==> src/ptp_regs_pkg.sv <==
// Purpose: Shared constants and carriers for the time-unit register bank
// Assumes: APB with 32-bit data, byte addresses
// Notes:   Offsets are byte addresses of aligned words, except off_index_hi, the last byte of the index range
`default_nettype none
package ptp_regs_pkg;
	// ----------------------------------------
	// Register offsets
	// ----------------------------------------
	localparam logic [11:0] off_version_domain = 12'h518;
	localparam logic [11:0] off_unit_select    = 12'h520;
	localparam logic [11:0] off_trig_status    = 12'h524;
	localparam logic [11:0] off_irq_status     = 12'h5c0;
	localparam logic [11:0] off_irq_enable     = 12'h5c4;
	localparam logic [11:0] off_irq_clear      = 12'h5c8;
	localparam logic [11:0] off_msg_config     = 12'h5cc;
	localparam logic [11:0] off_index_lo       = 12'h52c;
	localparam logic [11:0] off_index_hi       = 12'h5b3;

	// ----------------------------------------
	// Field positions and resets
	// ----------------------------------------
	localparam int          version_lsb        = 8;
	localparam int          domain_lsb         = 0;
	localparam logic [3:0]  version_reset      = 4'h2;
	localparam logic [7:0]  domain_reset       = 8'h00;
	localparam int          stamp_sel_bit      = 8;
	localparam int          error_lsb          = 16;
	localparam int          done_lsb           = 0;
	localparam int          domain_check_bit   = 4;
	localparam int          num_trig           = 3;
	localparam logic [1:0]  trig_sel_reserved  = 2'h3;

	// Interrupt layout: done in 2:0, error in 5:3
	localparam int          irq_err_lsb        = 3;

	// ----------------------------------------
	// Carriers
	// ----------------------------------------
	typedef struct packed {
		logic [3:0] version;
		logic [7:0] domain;
	} msg_header_s;

	typedef struct packed {
		logic       valid;
		logic       keep;
		logic       stamp;
	} filter_result_s;

	typedef struct packed {
		logic       stamp_unit;
		logic [1:0] trig_unit;
		logic       trig_valid;
	} unit_route_s;
endpackage
`default_nettype wire

==> src/ptp_msg_filter.sv <==
// Purpose: Decides keep and capture for a received time message header
// Assumes: Header valid for one cycle, synchronous to pclk
// Notes:   Result is registered one cycle later
`default_nettype none
module ptp_msg_filter (
	input  wire logic                         pclk,
	input  wire logic                         presetn,
	input  wire logic                         hdr_valid,
	input  wire ptp_regs_pkg::msg_header_s    hdr,
	input  wire logic [3:0]                   version,
	input  wire logic [7:0]                   accepted_domain_number,
	input  wire logic                         domain_check,
	output var  ptp_regs_pkg::filter_result_s result
);
	logic version_ok;
	logic domain_ok;

	assign version_ok = (hdr.version == version);
	assign domain_ok  = !domain_check || (hdr.domain == accepted_domain_number);

	always_ff @(posedge pclk or negedge presetn) begin
		if (!presetn) begin
			result <= '0;
		end else begin
			result.valid <= hdr_valid;
			result.keep  <= hdr_valid && version_ok && domain_ok;
			result.stamp <= hdr_valid && version_ok && domain_ok;
		end
	end
endmodule
`default_nettype wire

==> src/ptp_filter_index_trigger_status.sv <==
// Purpose: Version/domain filter, unit index and trigger status registers
// Assumes: APB slave, zero wait states except one on indexed reads
// Notes:   Trigger events arrive as one-cycle pulses per unit
`default_nettype none

// What this block does
// - Hold version field 11:8, reset 2; capture messages with matching version.
// - Drop time messages whose version differs from the stored field.
// - Hold domain field 7:0, reset 0; with checking on, capture only matches.
// - With domain checking off, ignore the message domain.
// - Indexed range accesses reach only the selected timestamp and trigger unit.
// - Bit 8 selects timestamp unit 1 when set, unit 0 when clear.
// - Bits 1:0 select trigger unit 0, 1 or 2; code 3 reserved.
// - Error flag 18:16 sets when notify on and event time already past.
// - Error flag clears on write one or on unit trigger enable cleared.
// - Done flag 2:0 sets when output made with notify on; write one clears.
// - Message config bit 4 enables domain checking; mismatches dropped.
module ptp_filter_index_trigger_status #(
	parameter int NUM_TRIG = 3
) (
	input  wire logic                         pclk,
	input  wire logic                         presetn,
	input  wire logic                         psel,
	input  wire logic                         penable,
	input  wire logic                         pwrite,
	input  wire logic [11:0]                  paddr,
	input  wire logic [31:0]                  pwdata,
	output var  logic [31:0]                  prdata,
	output var  logic                         pready,
	output var  logic                         pslverr,
	input  wire logic                         hdr_valid,
	input  wire ptp_regs_pkg::msg_header_s    hdr,
	output var  ptp_regs_pkg::filter_result_s filter_result,
	input  wire logic [NUM_TRIG-1:0]          trig_irq_on,
	input  wire logic [NUM_TRIG-1:0]          trig_enable,
	input  wire logic [NUM_TRIG-1:0]          trig_fired,
	input  wire logic [NUM_TRIG-1:0]          trig_late,
	output var  ptp_regs_pkg::unit_route_s    unit_route,
	output var  logic                         index_sel,
	output var  logic                         index_write,
	output var  logic [11:0]                  index_addr,
	output var  logic [31:0]                  index_wdata,
	input  wire logic [31:0]                  index_rdata,
	output var  logic                         irq
);
	// ----------------------------------------
	// Elaboration check
	// ----------------------------------------
	if (NUM_TRIG != ptp_regs_pkg::num_trig) begin : g_bad
		$error("NUM_TRIG must equal three");
	end
	if (ptp_regs_pkg::irq_err_lsb != NUM_TRIG) begin : g_bad_irq
		$error("Interrupt error bits must follow the done bits");
	end
	if (ptp_regs_pkg::error_lsb + NUM_TRIG > 32) begin : g_bad_width
		$error("Error flags must fit one data word");
	end

	typedef enum logic [2:0] {
		st_idle   = 3'b001,
		st_access = 3'b010,
		st_fetch  = 3'b100
	} apb_state_e;

	function automatic logic in_index(input logic [11:0] a);
		in_index = (a >= ptp_regs_pkg::off_index_lo) && (a <= ptp_regs_pkg::off_index_hi);
	endfunction

	function automatic logic is_reg(input logic [11:0] a, input logic [11:0] off);
		is_reg = ({a[11:2], 2'b00} == off);
	endfunction

	apb_state_e               state;
	apb_state_e               next_state;
	logic [3:0]               version;
	logic [7:0]               accepted_domain_number;
	logic                     stamp_unit_select;
	logic [1:0]               trig_unit_select;
	logic                     domain_check;
	logic [NUM_TRIG-1:0]      done_flag;
	logic [NUM_TRIG-1:0]      error_flag;
	logic [2*NUM_TRIG-1:0]    irq_enable;
	logic [2*NUM_TRIG-1:0]    irq_status;
	logic [NUM_TRIG-1:0]      enable_q;
	logic                     setup;
	logic                     wr;
	logic                     rd;
	logic                     mapped;
	logic                     idx;
	logic                     trig_ok;
	logic                     idx_rd;
	logic                     wr_status;
	logic                     hit_version;
	logic                     hit_select;
	logic                     hit_status;
	logic                     hit_irq_status;
	logic                     hit_irq_enable;
	logic                     hit_irq_clear;
	logic                     hit_config;
	logic [NUM_TRIG-1:0]      done_set;
	logic [NUM_TRIG-1:0]      err_set;
	logic [2*NUM_TRIG-1:0]    w1c_irq;
	logic [NUM_TRIG-1:0]      w1c_done;
	logic [NUM_TRIG-1:0]      w1c_err;
	logic [NUM_TRIG-1:0]      en_fall;
	logic [31:0]              next_rdata;

	// ----------------------------------------
	// Bus decode
	// ----------------------------------------
	assign setup   = psel && !penable && (state == st_idle);
	assign wr      = setup && pwrite;
	assign rd      = setup && !pwrite;
	assign idx     = in_index(paddr);
	assign idx_rd  = rd && idx;
	assign trig_ok = (trig_unit_select != ptp_regs_pkg::trig_sel_reserved);

	// ----------------------------------------
	// Register hits
	// ----------------------------------------
	assign hit_version    = is_reg(paddr, ptp_regs_pkg::off_version_domain);
	assign hit_select     = is_reg(paddr, ptp_regs_pkg::off_unit_select);
	assign hit_status     = is_reg(paddr, ptp_regs_pkg::off_trig_status);
	assign hit_irq_status = is_reg(paddr, ptp_regs_pkg::off_irq_status);
	assign hit_irq_enable = is_reg(paddr, ptp_regs_pkg::off_irq_enable);
	assign hit_irq_clear  = is_reg(paddr, ptp_regs_pkg::off_irq_clear);
	assign hit_config     = is_reg(paddr, ptp_regs_pkg::off_msg_config);
	assign mapped  = hit_version || hit_select || hit_status || hit_irq_status
		|| hit_irq_enable || hit_irq_clear || hit_config || idx;

	// Write-one-to-clear masks; a set in the same cycle still wins
	assign wr_status = wr && hit_status;
	assign w1c_done  = wr_status ? pwdata[ptp_regs_pkg::done_lsb +: NUM_TRIG] : '0;
	assign w1c_err   = wr_status ? pwdata[ptp_regs_pkg::error_lsb +: NUM_TRIG] : '0;
	assign w1c_irq   = (wr && hit_irq_clear) ? pwdata[2*NUM_TRIG-1:0] : '0;
	assign en_fall   = enable_q & ~trig_enable;
	assign done_set  = trig_fired & trig_irq_on;
	assign err_set   = trig_late & trig_irq_on;

	// ----------------------------------------
	// Transfer sequencing
	// ----------------------------------------
	always_comb begin
		next_state = state;
		unique case (state)
			// Indexed reads wait one cycle for the selected unit's data
			st_idle: begin
				if (idx_rd) begin
					next_state = st_fetch;
				end else if (setup) begin
					next_state = st_access;
				end
			end
			st_fetch:  next_state = st_access;
			st_access: next_state = st_idle;
			default:   next_state = st_idle;
		endcase
	end

	always_ff @(posedge pclk or negedge presetn) begin
		if (!presetn) begin
			state <= st_idle;
		end else begin
			state <= next_state;
		end
	end

	always_ff @(posedge pclk or negedge presetn) begin
		if (!presetn) begin
			pready  <= 1'b0;
			pslverr <= 1'b0;
		end else begin
			pready  <= (setup && !idx_rd) || (state == st_fetch);
			pslverr <= setup && !mapped;
		end
	end

	// ----------------------------------------
	// Filter settings
	// ----------------------------------------
	always_ff @(posedge pclk or negedge presetn) begin
		if (!presetn) begin
			version                <= ptp_regs_pkg::version_reset;
			accepted_domain_number <= ptp_regs_pkg::domain_reset;
		end else if (wr && hit_version) begin
			version                <= pwdata[ptp_regs_pkg::version_lsb +: 4];
			accepted_domain_number <= pwdata[ptp_regs_pkg::domain_lsb +: 8];
		end
	end

	always_ff @(posedge pclk or negedge presetn) begin
		if (!presetn) begin
			domain_check <= 1'b0;
		end else if (wr && hit_config) begin
			domain_check <= pwdata[ptp_regs_pkg::domain_check_bit];
		end
	end

	// ----------------------------------------
	// Unit index
	// ----------------------------------------
	always_ff @(posedge pclk or negedge presetn) begin
		if (!presetn) begin
			stamp_unit_select <= 1'b0;
			trig_unit_select  <= 2'b00;
		end else if (wr && hit_select) begin
			stamp_unit_select <= pwdata[ptp_regs_pkg::stamp_sel_bit];
			trig_unit_select  <= pwdata[1:0];
		end
	end

	always_ff @(posedge pclk or negedge presetn) begin
		if (!presetn) begin
			unit_route <= '0;
		end else begin
			unit_route.stamp_unit <= stamp_unit_select;
			unit_route.trig_unit  <= trig_unit_select;
			unit_route.trig_valid <= trig_ok;
		end
	end

	// Indexed access forwarded as a one-cycle strobe to the selected units
	always_ff @(posedge pclk or negedge presetn) begin
		if (!presetn) begin
			index_sel   <= 1'b0;
			index_write <= 1'b0;
			index_addr  <= 12'h000;
			index_wdata <= 32'h0000_0000;
		end else begin
			index_sel   <= setup && idx;
			index_write <= wr && idx && trig_ok;
			index_addr  <= paddr;
			index_wdata <= pwdata;
		end
	end

	// ----------------------------------------
	// Trigger status flags
	// ----------------------------------------
	always_ff @(posedge pclk or negedge presetn) begin
		if (!presetn) begin
			enable_q <= '0;
		end else begin
			enable_q <= trig_enable;
		end
	end

	always_ff @(posedge pclk or negedge presetn) begin
		if (!presetn) begin
			done_flag <= '0;
		end else begin
			// Set wins over clear
			done_flag <= (done_flag & ~w1c_done) | done_set;
		end
	end

	always_ff @(posedge pclk or negedge presetn) begin
		if (!presetn) begin
			error_flag <= '0;
		end else begin
			error_flag <= (error_flag & ~w1c_err & ~en_fall)
				| err_set;
		end
	end

	// ----------------------------------------
	// Interrupts
	// ----------------------------------------
	always_ff @(posedge pclk or negedge presetn) begin
		if (!presetn) begin
			irq_enable <= '0;
		end else if (wr && hit_irq_enable) begin
			irq_enable <= pwdata[2*NUM_TRIG-1:0];
		end
	end

	always_ff @(posedge pclk or negedge presetn) begin
		if (!presetn) begin
			irq_status <= '0;
		end else begin
			irq_status <= (irq_status & ~w1c_irq) | {err_set, done_set};
		end
	end

	always_ff @(posedge pclk or negedge presetn) begin
		if (!presetn) begin
			irq <= 1'b0;
		end else begin
			irq <= |(irq_status & irq_enable);
		end
	end

	// ----------------------------------------
	// Message filter
	// ----------------------------------------
	ptp_msg_filter u_filter (
		.pclk                   (pclk),
		.presetn                (presetn),
		.hdr_valid              (hdr_valid),
		.hdr                    (hdr),
		.version                (version),
		.accepted_domain_number (accepted_domain_number),
		.domain_check           (domain_check),
		.result                 (filter_result)
	);

	// ----------------------------------------
	// Read data
	// ----------------------------------------
	always_comb begin
		next_rdata = 32'h0000_0000;
		if (is_reg(paddr, ptp_regs_pkg::off_version_domain)) begin
			next_rdata[ptp_regs_pkg::version_lsb +: 4] = version;
			next_rdata[ptp_regs_pkg::domain_lsb +: 8]  = accepted_domain_number;
		end else if (is_reg(paddr, ptp_regs_pkg::off_unit_select)) begin
			next_rdata[ptp_regs_pkg::stamp_sel_bit] = stamp_unit_select;
			next_rdata[1:0]                         = trig_unit_select;
		end else if (is_reg(paddr, ptp_regs_pkg::off_trig_status)) begin
			next_rdata[ptp_regs_pkg::error_lsb +: NUM_TRIG] = error_flag;
			next_rdata[ptp_regs_pkg::done_lsb +: NUM_TRIG]  = done_flag;
		end else if (is_reg(paddr, ptp_regs_pkg::off_irq_status)) begin
			next_rdata[2*NUM_TRIG-1:0] = irq_status;
		end else if (is_reg(paddr, ptp_regs_pkg::off_irq_enable)) begin
			next_rdata[2*NUM_TRIG-1:0] = irq_enable;
		end else if (is_reg(paddr, ptp_regs_pkg::off_msg_config)) begin
			next_rdata[ptp_regs_pkg::domain_check_bit] = domain_check;
		end
	end

	// Indexed reads load unit data at the end of the wait cycle, on the same edge that raises pready
	always_ff @(posedge pclk or negedge presetn) begin
		if (!presetn) begin
			prdata <= 32'h0000_0000;
		end else if (rd && !idx) begin
			prdata <= next_rdata;
		end else if (state == st_fetch) begin
			// Reserved trigger index reads as zero
			prdata <= trig_ok ? index_rdata : 32'h0000_0000;
		end
	end
endmodule
`default_nettype wire

==> config.mk <==
export PLATFORM = sky130hd
export DESIGN_NAME = ptp_filter_index_trigger_status
export DESIGN_NICKNAME = d
export VERILOG_FILES = /design/src/ptp_regs_pkg.sv /design/src/ptp_msg_filter.sv /design/src/ptp_filter_index_trigger_status.sv
export SDC_FILE = /design/constraint.sdc
export NUM_CORES = 1
export LEC_CHECK = 0
export BUFFER_PORTS_ARGS = -buffer_cell sky130_fd_sc_hd__buf_2
export CORE_AREA = 2 2 123 95
export DETAILED_ROUTE_END_ITERATION = 8
export DIE_AREA = 0 0 125 97
export GPL_ROUTABILITY_DRIVEN = 0
export PLACE_DENSITY = 0.8
export SLEW_MARGIN = 20
export SYNTH_ARGS = -nofsm -noshare
export SYNTH_HDL_FRONTEND = slang
export SYNTH_SLANG_ARGS = --single-unit
==> constraint.sdc <==
create_clock -name pclk -period 2.2 [get_ports pclk]
set_input_delay 0.44 -clock pclk [delete_from_list [all_inputs] [get_ports pclk]]
set_output_delay 0.44 -clock pclk [all_outputs]
set_load 0.01 [all_outputs]
==> flow_summary.toml <==
[cts]
cts_max_path_buffers = 2
cts_root_buffer = "clkbuf_16"
cts_resized = 0
clkLatencyLatePin_ps = 410
tritoncts = "yes"
htree_levels = 4
clk_pin_slew_ps = 60
cts_buffers = 17
cts_hold_buf = 1
cts_sinks = 127
post_cts_buffers = 0

[route]
drtAntennaViolNets = 0
wirelength_microns = 13180
drc_errors = 0
drt_iter0_drc = 184
dr.pass1.iters = 4
vias_per_cell = 5.284
vias = 3820
wire_per_inst_microns = 18.23

[timing]
finalCritPeriodShare_pct = 88.56
slew_violations = 0
rsz0062_at_grt = "no"
hold_violations = 0
clock_skew_ps = 6.023
max_freq_mhz = 513.3
setup_violations = 0
worst_pin_slew_ps = 552.5
layout_min_cycle_time_ps = 1948
relSlewSlack_pct = 63.17
finalSetupTns_ps = 0

[logic_synthesis]
synth_fp_nets = 464
synth_edf_count = 0
synth-seq-area-share_pct = 65.53
yosys_register_bits = 127
async_reset_ff_share_pct = 100.0
ys_types = 52
synth_area_leaders = "dfrtp_1 64%, mux2_2 5.6%, a22o_1 5.1%"
synthesis.area_sq_mm = 0.004853
yosys_warnings = 0
synth_top_cell_by_area = "dfrtp_1"
netlist.area_leader.share_pct = 64.45
ys.flop_type = "dfrtp_1"
syn_inst = 358
avgSynthCellArea_sq_um = 13.56

[finish]
layout.nets = 677
utilization_pct = 61.64
layout_commonest_cell = "buf_2"
final_cell_mix = "192 x buf_2, 125 x dfrtp_1, 31 x nand2_1, 28 x a22o_1, 24 x mux2_2"
area_growth_pct = 37.38
fill_cells = 855
n_antenna_cell = 0
layout-drive-gt1-share_pct = 47.86

[pwr]
p_clk_share_pct = 49.4
pwr_density_cell_mw_per_mm2 = 858.4
peakVddDrop_mv = 0.5459
p_sw_uw = 1280
pwr-share-seq_pct = 43.1
power_switching_share_pct = 22.36
share_comb_of_total_power_pct = 7.5
p_int_uw = 4443
power.leakage_uw = 0.003435

[outcome]
status = "complete, no violations"

[worst_hold_path]
whs_path_depth = 1
holdPathEnd = "index_wdata[28]"
min_path_type = "input port to register"
hold_start = "pwdata[28]"

[die]
die_area_sq_mm = 0.01213
io_pins = 194
row_count = 33
die_x_microns = 125
initial_core_util_pct = 44.86
fp.dieH_microns = 97
coreArea_sq_mm = 0.01082

[worst_setup_path]
critPathKind = "register to register"
start_kind = "register"
required_ps = 2500
r2r_start = "state[0]"
reg2reg_depth = 4
critPathArrivalTime_ps = 2240
cp-end-kind = "register"
regToRegSetupSlack_ps = 250
r2r_end = "stamp_unit_select"
critPathMaxFanout = 4

[run]
max_cap_violations = 0

[grt]
overflow = 0
antenna_found_initial = 0
grt_max_degree = 71
track_usage_pct = 22.56
grt_pass1_wl_microns = 21090
grt_pass1_vias = 3992

[placement]
dpl.hpwl_microns = 9720
port_buffers = 193
[cells in the mapped netlist, drive strengths merged (2+ instances only)]
library cell	n
dfrtp	125
nand2	31
a22o	28
mux2	27
a21oi	13
nand3	12
o21ai	11
xor2	11
nor2	10
buf	9
a31oi	7
clkbuf	7
mux2i	7
and3	6
nor3	5
a22oi	4
and2	4
a32o	3
a32oi	3
and4bb	3
nand2b	3
nor3b	3
o211ai	3
a21o	2
a221oi	2
dfstp	2
nor4	2
[through the flow]
stage | std cells | worst slack, ps | instance area, sq um | power, uW | hold slack (ps)
2_1_floorplan | 358 | 319.2 | 4853 | 2652 | 144.4
3_3_place_gp | 691 | 165.5 | 6061 | 2927 | 365.5
3_5_place_dp | 691 | 102.1 | 6061 | 2940 | 375.3
4_1_cts | 723 | 250.7 | 6668 | 5780 | 117.3
5_1_grt | 723 | 168.6 | 6668 | 5934 | 111.5
6_report | 723 | 251.8 | 6668 | 5723 | 131.3
[registers in the layout, indices dropped and copies added (netlist names), 3 cells and up]
name                    count
index_wdata                32
prdata                     32
index_addr                 12
accepted_domain_number      8
irq_enable                  6
irq_status                  6
unit_route                  4
version                     4
done_flag                   3
enable_q                    3
error_flag                  3
state                       3
[final cells by class]
type                            count  area, sq um  area share [%]
Inverter                            1        3.754         0.05630
Tap cell                          140        175.2           2.627
Clock buffer                       20        456.7           6.849
Multi-Input combinational cell    214         1584           23.76
Sequential cell                   127         3181           47.70
Timing Repair Buffer              210         1127           16.91
Clock inverter                     11        140.1           2.102
[power groups by stage]
stage | combinational, uW | clock (uW) | sequential, uW
floorplan | 107 | 0 | 2550
global placement | 424 | 0 | 2500
detailed placement | 435 | 0 | 2500
CTS | 438 | 2880 | 2470
global route | 475 | 2980 | 2480
finish | 432 | 2830 | 2470
[per-layer routing]
metal / global-route usage (%) / routed length [microns] / vias up
met1: 28.46 / 5714 / 1894
met5: 0 / 0 / -
met4: 7.436 / 124 / 0
met2: 36.45 / 6250 / 171
met3: 8.020 / 1092 / 14
li1: - / - / 1741
[logic make-up after synthesis]
group                     after synthesis  share of synthesized area [%]
buffers and inverters                  17                          1.908
and+or+nand+nor                        90                          10.34
DFF                                   127                          65.53
muxes                                  34                          7.940
xor gates and xnor gates               12                          2.165
AOI/OAI and AO/OA                      78                          12.12
[worst max-delay path by stage]
stage / from / end / slack (ps)
2_1_floorplan: paddr[9] / irq_enable[0] / 320
3_3_place_gp: paddr[9] / version[2] / 170
3_5_place_dp: paddr[9] / version[0] / 100
4_1_cts: state[0] / stamp_unit_select / 250
5_1_grt: state[0] / prdata[3] / 170
6_report: state[0] / stamp_unit_select / 250
[worst max-delay path, cell delays in order (launching register included)]
cell and delay [ps]:
dfstp_2 520, and4bb_1 270, nand3b_2 140, or4_4 570, mux2_4 320
Power figures use the tool's default switching activity.
